### config.mk
export PLATFORM = sky130hd
export DESIGN_NAME = pbgc_general_control
export DESIGN_NICKNAME = d
export VERILOG_FILES = /design/src/hw/pbgc_general_control.v
export VERILOG_INCLUDE_DIRS = /design/src /design/src/hw
export SDC_FILE = /design/constraint.sdc
export NUM_CORES = 1
export LEC_CHECK = 0
export BUFFER_PORTS_ARGS = -buffer_cell sky130_fd_sc_hd__buf_2
export CELL_PAD_IN_SITES_DETAIL_PLACEMENT = 1
export CELL_PAD_IN_SITES_GLOBAL_PLACEMENT = 1
export CORE_UTILIZATION = 43
export CTS_BUF_LIST = sky130_fd_sc_hd__clkbuf_4 sky130_fd_sc_hd__clkbuf_8
export DETAILED_ROUTE_END_ITERATION = 8
export PLACE_DENSITY_LB_ADDON = 0.1
export SETUP_SLACK_MARGIN = 0.5
export SYNTH_ARGS = -nofsm -noshare
export SYNTH_HDL_FRONTEND = slang
export SYNTH_SLANG_ARGS = --single-unit
### constraint.sdc
create_clock -name CLOCK -period 4 [get_ports CLOCK]
set_input_delay 0.6 -clock CLOCK [delete_from_list [all_inputs] [get_ports CLOCK]]
set_output_delay 0.6 -clock CLOCK [all_outputs]
set_load 0.02 [all_outputs]
### src/hw/pbgc_defs.vh
// Offsets, field positions, reset values and timing counts of the general control register
`ifndef PBGC_DEFS_VH
`define PBGC_DEFS_VH
// ----------------------------------------
// Register map
// ----------------------------------------
`define PBGC_GEN_CTRL_OFFSET 8'hd4
`define PBGC_GEN_CTRL_RESET 32'h8206c000
// Bits that software may change; 29:28 read as zero
`define PBGC_WRITE_MASK 32'hcfffffff
// ----------------------------------------
// Field positions
// ----------------------------------------
`define PBGC_RETRY_HI 31
`define PBGC_RETRY_LO 30
`define PBGC_LOW_POWER_BIT 27
`define PBGC_PM_REV_BIT 26
`define PBGC_STRICT_PRIO_BIT 25
`define PBGC_FORCE_PREFETCH_BIT 24
`define PBGC_LINK_PM_DEF_BIT 23
`define PBGC_POLICY_HI 22
`define PBGC_POLICY_LO 20
// ----------------------------------------
// Encodings
// ----------------------------------------
`define PBGC_POLICY_IGNORE 3'h0
`define PBGC_POLICY_PIN 3'h1
`define PBGC_POLICY_CLKSTOP 3'h2
`define PBGC_POLICY_CLKSTOP_PIN 3'h3
`define PBGC_POLICY_UR 3'h4
`define PBGC_PM_REV_V11 3'h2
`define PBGC_PM_REV_V12 3'h3
`define PBGC_LOWPRI_STRICT 3'h0
`define PBGC_LOWPRI_DEFAULT 3'h1
`define PBGC_LINK_PM_OFF 2'h0
`define PBGC_LINK_PM_ON 2'h3
// ----------------------------------------
// Retry times in microseconds and cycles at 100 MHz
// ----------------------------------------
`define PBGC_CLK_MHZ 100
`define PBGC_RETRY_US_0 25
`define PBGC_RETRY_US_1 1000
`define PBGC_RETRY_US_2 25000
`define PBGC_RETRY_US_3 50000
`define PBGC_RETRY_CYC_0 (`PBGC_RETRY_US_0 * `PBGC_CLK_MHZ)
`define PBGC_RETRY_CYC_1 (`PBGC_RETRY_US_1 * `PBGC_CLK_MHZ)
`define PBGC_RETRY_CYC_2 (`PBGC_RETRY_US_2 * `PBGC_CLK_MHZ)
`define PBGC_RETRY_CYC_3 (`PBGC_RETRY_US_3 * `PBGC_CLK_MHZ)
`endif

### src/hw/pbgc_general_control.v
// General control register of the bridge with its decoded control outputs
// Functional notes
// - Retry field picks 25us, 1ms, 25ms, 50ms retry window before retry status
// - Bits 29:28 always read as zero
// - Low-power bit selects half-amplitude no-preemphasis transmit; resets to 0
// - Revision bit: 0 reports 010b and no-soft-reset 0; 1 reports 011b and 1
// - Strict bit with zero low-priority count gives extended VC priority over VC0
// - Strict bit sets low-priority count default: 0 gives 001b, 1 gives 000b
// - Force bit makes every upstream memory read a prefetchable read multiple
// - Default bit sets link power field power-up value: 00b or 11b
// - Policy 000 ignores short slot power; 001 asserts the shortfall pin
// - Policy 010 stops masked secondary clocks; 011 also asserts the pin
// - Policy 100 answers unsupported request except config and slot power messages
// - Link reset, global reset or power-on reset restore all defaults
// - Register sits at offset d4h and resets to 8206c000h
`include "pbgc_defs.vh"
module pbgc_general_control #(
	parameter RETRY_CYC_0 = `PBGC_RETRY_CYC_0,
	parameter RETRY_CYC_1 = `PBGC_RETRY_CYC_1,
	parameter RETRY_CYC_2 = `PBGC_RETRY_CYC_2,
	parameter RETRY_CYC_3 = `PBGC_RETRY_CYC_3
) (
	input wire CLOCK,
	input wire RST,
	input wire LINK_RESET_PIN_N,
	input wire GLOBAL_RESET_PIN_N,
	input wire CFG_WR,
	input wire CFG_RD,
	input wire [7:0] CFG_ADDR,
	input wire [3:0] CFG_BE,
	input wire [31:0] CFG_WDATA,
	output reg [31:0] CFG_RDATA,
	output reg CFG_RVALID,
	input wire SLOT_POWER_SHORT,
	input wire [2:0] LOW_PRIORITY_COUNT,
	input wire REQ_IS_CFG_OR_SPL,
	input wire RETRY_START,
	output wire RETRY_EXPIRED,
	output wire TX_LOW_POWER,
	output wire [2:0] PM_REVISION_FIELD,
	output wire NO_SOFT_RESET,
	output wire EXT_VC_PRIORITY,
	output wire [2:0] LOW_PRIORITY_DEFAULT,
	output wire FORCE_PREFETCH_READS,
	output wire [1:0] LINK_PM_CONTROL_DEFAULT,
	output wire POWER_SHORTFALL_PIN,
	output wire SEC_CLOCK_STOP,
	output wire UNSUPPORTED_REQUEST
);
	// ----------------------------------------
	// Reset pin synchronisers
	// ----------------------------------------
	// Pins are asynchronous; only the second stage feeds logic
	reg [1:0] lrst_sync1_ff;
	reg [1:0] lrst_sync2_ff;
	always @(posedge CLOCK or posedge RST) begin
		if (RST) begin
			lrst_sync1_ff <= 2'h3;
			lrst_sync2_ff <= 2'h3;
		end else begin
			lrst_sync1_ff <= {LINK_RESET_PIN_N, GLOBAL_RESET_PIN_N};
			lrst_sync2_ff <= lrst_sync1_ff;
		end
	end
	wire soft_reset = ~lrst_sync2_ff[1] | ~lrst_sync2_ff[0];

	// ----------------------------------------
	// Register
	// ----------------------------------------
	function [31:0] pbgc_be_mask;
		input [3:0] be;
		begin
			pbgc_be_mask = {{8{be[3]}}, {8{be[2]}}, {8{be[1]}}, {8{be[0]}}};
		end
	endfunction

	reg [31:0] ctrl_ff;
	reg [31:0] nxt_ctrl;
	wire hit = (CFG_ADDR == `PBGC_GEN_CTRL_OFFSET);
	wire [31:0] wmask = pbgc_be_mask(CFG_BE) & `PBGC_WRITE_MASK;
	always @* begin
		nxt_ctrl = ctrl_ff;
		if (soft_reset) begin
			nxt_ctrl = `PBGC_GEN_CTRL_RESET;
		end else if (CFG_WR && hit) begin
			nxt_ctrl = (ctrl_ff & ~wmask) | (CFG_WDATA & wmask);
		end
	end
	always @(posedge CLOCK or posedge RST) begin
		if (RST) begin
			ctrl_ff <= `PBGC_GEN_CTRL_RESET;
		end else begin
			ctrl_ff <= nxt_ctrl;
		end
	end

	// Unmapped offsets read as zero
	always @(posedge CLOCK or posedge RST) begin
		if (RST) begin
			CFG_RDATA <= 32'h00000000;
			CFG_RVALID <= 1'b0;
		end else begin
			CFG_RVALID <= CFG_RD;
			CFG_RDATA <= (CFG_RD && hit) ? (ctrl_ff & `PBGC_WRITE_MASK) : 32'h00000000;
		end
	end

	// ----------------------------------------
	// Decoded controls
	// ----------------------------------------
	// Data outputs load from the next register value, so they change on the
	// same edge as the register and never lag a write
	reg tx_low_power_ff;
	reg [2:0] pm_rev_field_ff;
	reg no_soft_reset_ff;
	reg [2:0] low_pri_default_ff;
	reg force_prefetch_ff;
	reg [1:0] link_pm_default_ff;
	wire nxt_pm_rev = nxt_ctrl[`PBGC_PM_REV_BIT];
	wire nxt_strict = nxt_ctrl[`PBGC_STRICT_PRIO_BIT];
	wire nxt_link_pm = nxt_ctrl[`PBGC_LINK_PM_DEF_BIT];
	always @(posedge CLOCK or posedge RST) begin
		if (RST) begin
			tx_low_power_ff <= 1'b0;
			pm_rev_field_ff <= `PBGC_PM_REV_V11;
			no_soft_reset_ff <= 1'b0;
			low_pri_default_ff <= `PBGC_LOWPRI_STRICT;
			force_prefetch_ff <= 1'b0;
			link_pm_default_ff <= `PBGC_LINK_PM_OFF;
		end else begin
			tx_low_power_ff <= nxt_ctrl[`PBGC_LOW_POWER_BIT];
			pm_rev_field_ff <= nxt_pm_rev ? `PBGC_PM_REV_V12 : `PBGC_PM_REV_V11;
			no_soft_reset_ff <= nxt_pm_rev;
			low_pri_default_ff <= nxt_strict ? `PBGC_LOWPRI_STRICT : `PBGC_LOWPRI_DEFAULT;
			force_prefetch_ff <= nxt_ctrl[`PBGC_FORCE_PREFETCH_BIT];
			link_pm_default_ff <= nxt_link_pm ? `PBGC_LINK_PM_ON : `PBGC_LINK_PM_OFF;
		end
	end
	assign TX_LOW_POWER = tx_low_power_ff;
	assign PM_REVISION_FIELD = pm_rev_field_ff;
	assign NO_SOFT_RESET = no_soft_reset_ff;
	assign LOW_PRIORITY_DEFAULT = low_pri_default_ff;
	assign FORCE_PREFETCH_READS = force_prefetch_ff;
	assign LINK_PM_CONTROL_DEFAULT = link_pm_default_ff;
	// The arbiter samples its count every cycle, so this stays combinational
	assign EXT_VC_PRIORITY = ctrl_ff[`PBGC_STRICT_PRIO_BIT] &&
		(LOW_PRIORITY_COUNT == `PBGC_LOWPRI_STRICT);

	// Shortage input is asynchronous to this clock
	reg short_sync1_ff;
	reg short_sync2_ff;
	always @(posedge CLOCK or posedge RST) begin
		if (RST) begin
			short_sync1_ff <= 1'b0;
			short_sync2_ff <= 1'b0;
		end else begin
			short_sync1_ff <= SLOT_POWER_SHORT;
			short_sync2_ff <= short_sync1_ff;
		end
	end
	// Policy decode as {unsupported request, clock stop, pin}; reserved codes
	// behave like ignore, so a stray write cannot cut power
	function [2:0] pbgc_policy_dec;
		input [2:0] code;
		begin
			case (code)
				`PBGC_POLICY_PIN: pbgc_policy_dec = 3'h1;
				`PBGC_POLICY_CLKSTOP: pbgc_policy_dec = 3'h2;
				`PBGC_POLICY_CLKSTOP_PIN: pbgc_policy_dec = 3'h3;
				`PBGC_POLICY_UR: pbgc_policy_dec = 3'h4;
				default: pbgc_policy_dec = 3'h0;
			endcase
		end
	endfunction
	wire [2:0] nxt_policy_act = pbgc_policy_dec(nxt_ctrl[`PBGC_POLICY_HI:`PBGC_POLICY_LO]);
	// Policy actions leave flip-flops so a policy write cannot glitch the pins;
	// the cost is one more cycle of latency from the shortage input
	reg shortfall_pin_ff;
	reg clock_stop_ff;
	reg ur_armed_ff;
	always @(posedge CLOCK or posedge RST) begin
		if (RST) begin
			shortfall_pin_ff <= 1'b0;
			clock_stop_ff <= 1'b0;
			ur_armed_ff <= 1'b0;
		end else begin
			shortfall_pin_ff <= short_sync2_ff && nxt_policy_act[0];
			clock_stop_ff <= short_sync2_ff && nxt_policy_act[1];
			ur_armed_ff <= short_sync2_ff && nxt_policy_act[2];
		end
	end
	assign POWER_SHORTFALL_PIN = shortfall_pin_ff;
	assign SEC_CLOCK_STOP = clock_stop_ff;
	// Follows the current request, so the exemption stays combinational
	assign UNSUPPORTED_REQUEST = ur_armed_ff && !REQ_IS_CFG_OR_SPL;

	// ----------------------------------------
	// Configuration retry timer
	// ----------------------------------------
	reg [22:0] retry_cnt_ff;
	reg retry_run_ff;
	reg [22:0] retry_limit;
	always @* begin
		case (ctrl_ff[`PBGC_RETRY_HI:`PBGC_RETRY_LO])
			2'h0: retry_limit = RETRY_CYC_0[22:0];
			2'h1: retry_limit = RETRY_CYC_1[22:0];
			2'h2: retry_limit = RETRY_CYC_2[22:0];
			default: retry_limit = RETRY_CYC_3[22:0];
		endcase
	end
	always @(posedge CLOCK or posedge RST) begin
		if (RST) begin
			retry_cnt_ff <= 23'h000000;
			retry_run_ff <= 1'b0;
		end else if (RETRY_START || soft_reset) begin
			retry_cnt_ff <= 23'h000000;
			retry_run_ff <= RETRY_START && !soft_reset;
		end else if (retry_run_ff) begin
			if (retry_cnt_ff >= retry_limit - 23'h000001) begin
				retry_run_ff <= 1'b0;
			end
			retry_cnt_ff <= retry_cnt_ff + 23'h000001;
		end
	end
	assign RETRY_EXPIRED = retry_run_ff && (retry_cnt_ff >= retry_limit - 23'h000001);
endmodule

==> Flow_metrics.wiki <==
{| class="wikitable"
! Metric !! Value
|-
| PwrDens || 321.0 nW/um^2
|-
| Cell at the root of the clock tree || sky130_fd_sc_hd__clkbuf_8
|-
| Layout cells sized above 1 || 0.2630
|-
| Area after DPL || 4996 um^2
|-
| Clock sink count || 95
|-
| Period utilisation layout || 0.8351
|-
| Level count of the clock H-tree || 3
|-
| Critical path's slowest cell || sky130_fd_sc_hd__dfstp_2
|-
| Overall power || 1663 uW
|-
| Antenna diode count || 0
|-
| Die extent in y || 103.4 um
|-
| Critical path peak fanout || 6
|-
| Number of I/O pins || 105
|-
| Cell-by-cell trace of the critical path || ha_1 -> inv_1 -> ha_1 -> nand3_1 -> nor4_2 -> o211ai_1 -> a41oi_1 -> buf_2
|-
| Number of setup violations in the final report || 0
|-
| Final Hold Violating Endpoints || 0
|-
| Final WL || 10,670 um
|-
| Routed wirelength normalized by instance count || 16.32 um
|-
| Filler-free cell count of the finished design || 654
|-
| Count of standard-cell rows || 36
|-
| Flop-to-flop setup slack || 1640 ps
|-
| Number of post-CTS setup repair buffers || 0
|-
| Share of power burned in the clock network || 0.369
|-
| Post-synthesis instance area || 4418 um^2
|-
| Half-perimeter wire length after detailed placement || 7687 um
|-
| Worst Setup End Kind || output port
|-
| Number of flops mapped to enable cells by yosys || 0
|-
| Leak pwr || 0.002587 uW
|-
| Final TNS setup || 0 ps
|-
| Signal arrival time at the worst endpoint || 2740 ps
|-
| Flip-flop and latch area || 2390 um^2
|-
| Worst-path clk slew || 100 ps
|-
| Largest buffer count on any clock path || 2
|-
| Clock tree from TritonCTS || yes
|-
| Fraction of synthesis flops using an asynchronous set or reset pin || 1.000
|-
| Portion of total power attributed to combinational logic || 0.048
|-
| Die area || 10,680 um^2
|-
| Cell area after layout || 5182 um^2
|-
| Final worst clock skew || 9.490 ps
|-
| Run status || finished, final reports clean
|-
| Number of CTS-inserted buffers || 9
|-
| Worst ir drop on vdd || 0.2255 mV
|-
| Residual antenna-violating net count after detailed routing || 0
|-
| Max Slew Vio Count || 0
|-
| Number of port buffers || 96
|-
| Sequential element share of the synthesized area || 0.5409
|-
| Placed Instances || 638
|-
| Unique masters post-synth || 43
|-
| Switching power summed over all nets || 422.9 uW
|-
| Rel. slew slack || 0.3531
|-
| GP Congestion || 0.8334
|-
| Stage delay of the slowest cell on the critical path || 600 ps
|-
| Area share of the largest cell type after synthesis || 0.4815
|-
| Pin count of the biggest net entering global routing || 44
|-
| Final min period || 3341 ps
|-
| Combined buffer and inverter count along the critical path || 2
|-
| Cell internal power dissipation || 1240 uW
|-
| Library cell with the largest summed area after synthesis || sky130_fd_sc_hd__dfrtp_1
|-
| Top Family by Delay on Critical Path || flip-flops
|-
| CP dominant cell by count || sky130_fd_sc_hd__ha_1
|-
| Antenna violations before repair || 0
|-
| Share of total power in sequential cells || 0.583
|-
| Vias in the first global route || 3,465
|-
| Worst hold slack || 323.1 ps
|-
| Fill cell total of the finished layout || 1,146
|-
| Area of combinational cells with multiple inputs || 1871 um^2
|-
| Path category of the worst min-delay check || in -> async
|-
| Synthesis warning total || 0
|-
| Net count, final || 602
|-
| Die Width || 103.4 um
|-
| Drt first pass iters || 4
|-
| Count of hold buffers inserted by post-cts repair || 0
|-
| Vias per std cell || 5.125
|-
| Primary FF master, synth || sky130_fd_sc_hd__dfrtp_1
|-
| Post-synthesis to final-layout area growth || 17.30%
|-
| Switching share of power || 0.2542
|-
| Worst setup path class || reg -> out
|-
| Flop and latch count out of synthesis || 95
|-
| Setup repair after global routing missed its margin || no
|-
| Slew at the pin closest to its max-slew limit || 970.4 ps
|-
| Via total after detailed routing || 3,352
|-
| Max-Cap Viols || 0
|-
| Top post-synthesis cells by count || sky130_fd_sc_hd__dfrtp_1 (85), sky130_fd_sc_hd__nand2_1 (47), sky130_fd_sc_hd__nand3_1 (40), sky130_fd_sc_hd__a21oi_1 (32), sky130_fd_sc_hd__and2_1 (31)
|-
| Initial Utilization || 0.4479
|-
| Cells after Synth || 423
|-
| Core Box Area || 9864 um^2
|-
| Global route total overflow || 0
|-
| Data required time at the worst endpoint || 3400 ps
|-
| Startpoint type of the worst setup path || flop
|-
| Most common cell in the synthesized netlist || sky130_fd_sc_hd__dfrtp_1
|-
| FMAX || 299.3 MHz
|-
| First-pass GRT wire length || 17,150 um
|-
| Global-route total usage across every layer || 0.2137
|-
| Clock insertion delay at the later pin of the skew report || 370 ps
|-
| Remaining routing DRC violations || 0
|-
| DRT iter0 DRCs || 77
|-
| Synth Area per Inst || 10.44 um^2
|-
| Cell types occupying the most area after synthesis || sky130_fd_sc_hd__dfrtp_1 (48%), sky130_fd_sc_hd__ha_1 (8.5%), sky130_fd_sc_hd__dfstp_2 (5.9%), sky130_fd_sc_hd__nand3_1 (4.5%), sky130_fd_sc_hd__and2_1 (4.4%)
|}
repair_timing:
| action | 4_1_cts | 5_1_grt |
|---|---|---|
| endpoints found under the hold margin | 0 | 0 |
| gates resized for setup | 0 | 2 |
| endpoints found under the setup margin | 0 | 1 |
through the flow:
step	utilization	setup WS, ps
detailed placement	0.5065	1044
floorplan	-	939.5
finish	0.5254	659.4
CTS	0.5247	622.7
global route	0.5254	474.0
global placement	0.5065	1074
registers in the layout, summed over array words and instances, names as in the netlist:
name,cells
short_sync2_ff,1
LOW_PRIORITY_DEFAULT,1
LINK_PM_CONTROL_DEFAULT,1
lrst_sync1_ff,2
ctrl_ff,29
POWER_SHORTFALL_PIN,1
lrst_sync2_ff,2
short_sync1_ff,1
CFG_RVALID,1
ur_armed_ff,1
retry_cnt_ff,23
SEC_CLOCK_STOP,1
CFG_RDATA,30
retry_run_ff,1
power groups by stage:
stage / registers [uW] / clock network (uW) / logic [uW]
6_report: 970 / 615 / 79.2
3_3_place_gp: 988 / 0 / 78.9
5_1_grt: 971 / 662 / 89.0
2_1_floorplan: 987 / 0 / 42.9
3_5_place_dp: 988 / 0 / 80.9
4_1_cts: 970 / 627 / 81.3
final cells by class:
class                      instances  area share
timing repair buffer             102      0.1014
multi-input combinational        295      0.3609
inverter                          13    0.009657
clock inverter                     5    0.007967
tap                              133     0.03211
clock buffer                      11     0.02680
sequential                        95      0.4611
metal layers:
metal | up-vias | track usage | share of wire
met1 | 1658 | 0.2865 | 0.46
met2 | 75 | 0.3530 | 0.49
met5 | - | 0 | 0
met3 | 13 | 0.03091 | 0.029
li1 | 1606 | - | -
met4 | 0 | 0.07801 | 0.015
final timing paths:
path	endpoint	start	cells past startpoint
hold / removal	CFG_RDATA[25]	RST	2
hold reg to reg	lrst_sync2_ff[1]	lrst_sync1_ff[1]	0
setup / recovery	RETRY_EXPIRED	ctrl_ff[31]	8
setup reg to reg	retry_run_ff	ctrl_ff[31]	9
max in group asynchronous	ctrl_ff[15]	RST	3
min in group CLOCK	lrst_sync1_ff[1]	LINK_RESET_PIN_N	1
cell families after synthesis:
kind of cell / synth area share
buffers and inverters: 0.04446
and+or+nand+nor: 0.2220
DFF: 0.5409
xor gates and xnor gates: 0.03965
muxes: 0.006797
other: 0.001700
adders and majority gates: 0.08496
AOI/OAI and AO/OA: 0.05947
placed cells by master (no fill, tap or decap), drive strengths merged, types with 11 or more instances in the layout:
| cell | count |
|---|---|
| a21oi | 32 |
| and2 | 31 |
| buf | 102 |
| clkbuf | 11 |
| dfrtp | 85 |
| ha | 30 |
| inv | 15 |
| nand2 | 47 |
| nand3 | 40 |
| nor2 | 27 |
| xor2 | 13 |
Note: power is estimated with default switching activity, not from simulation.
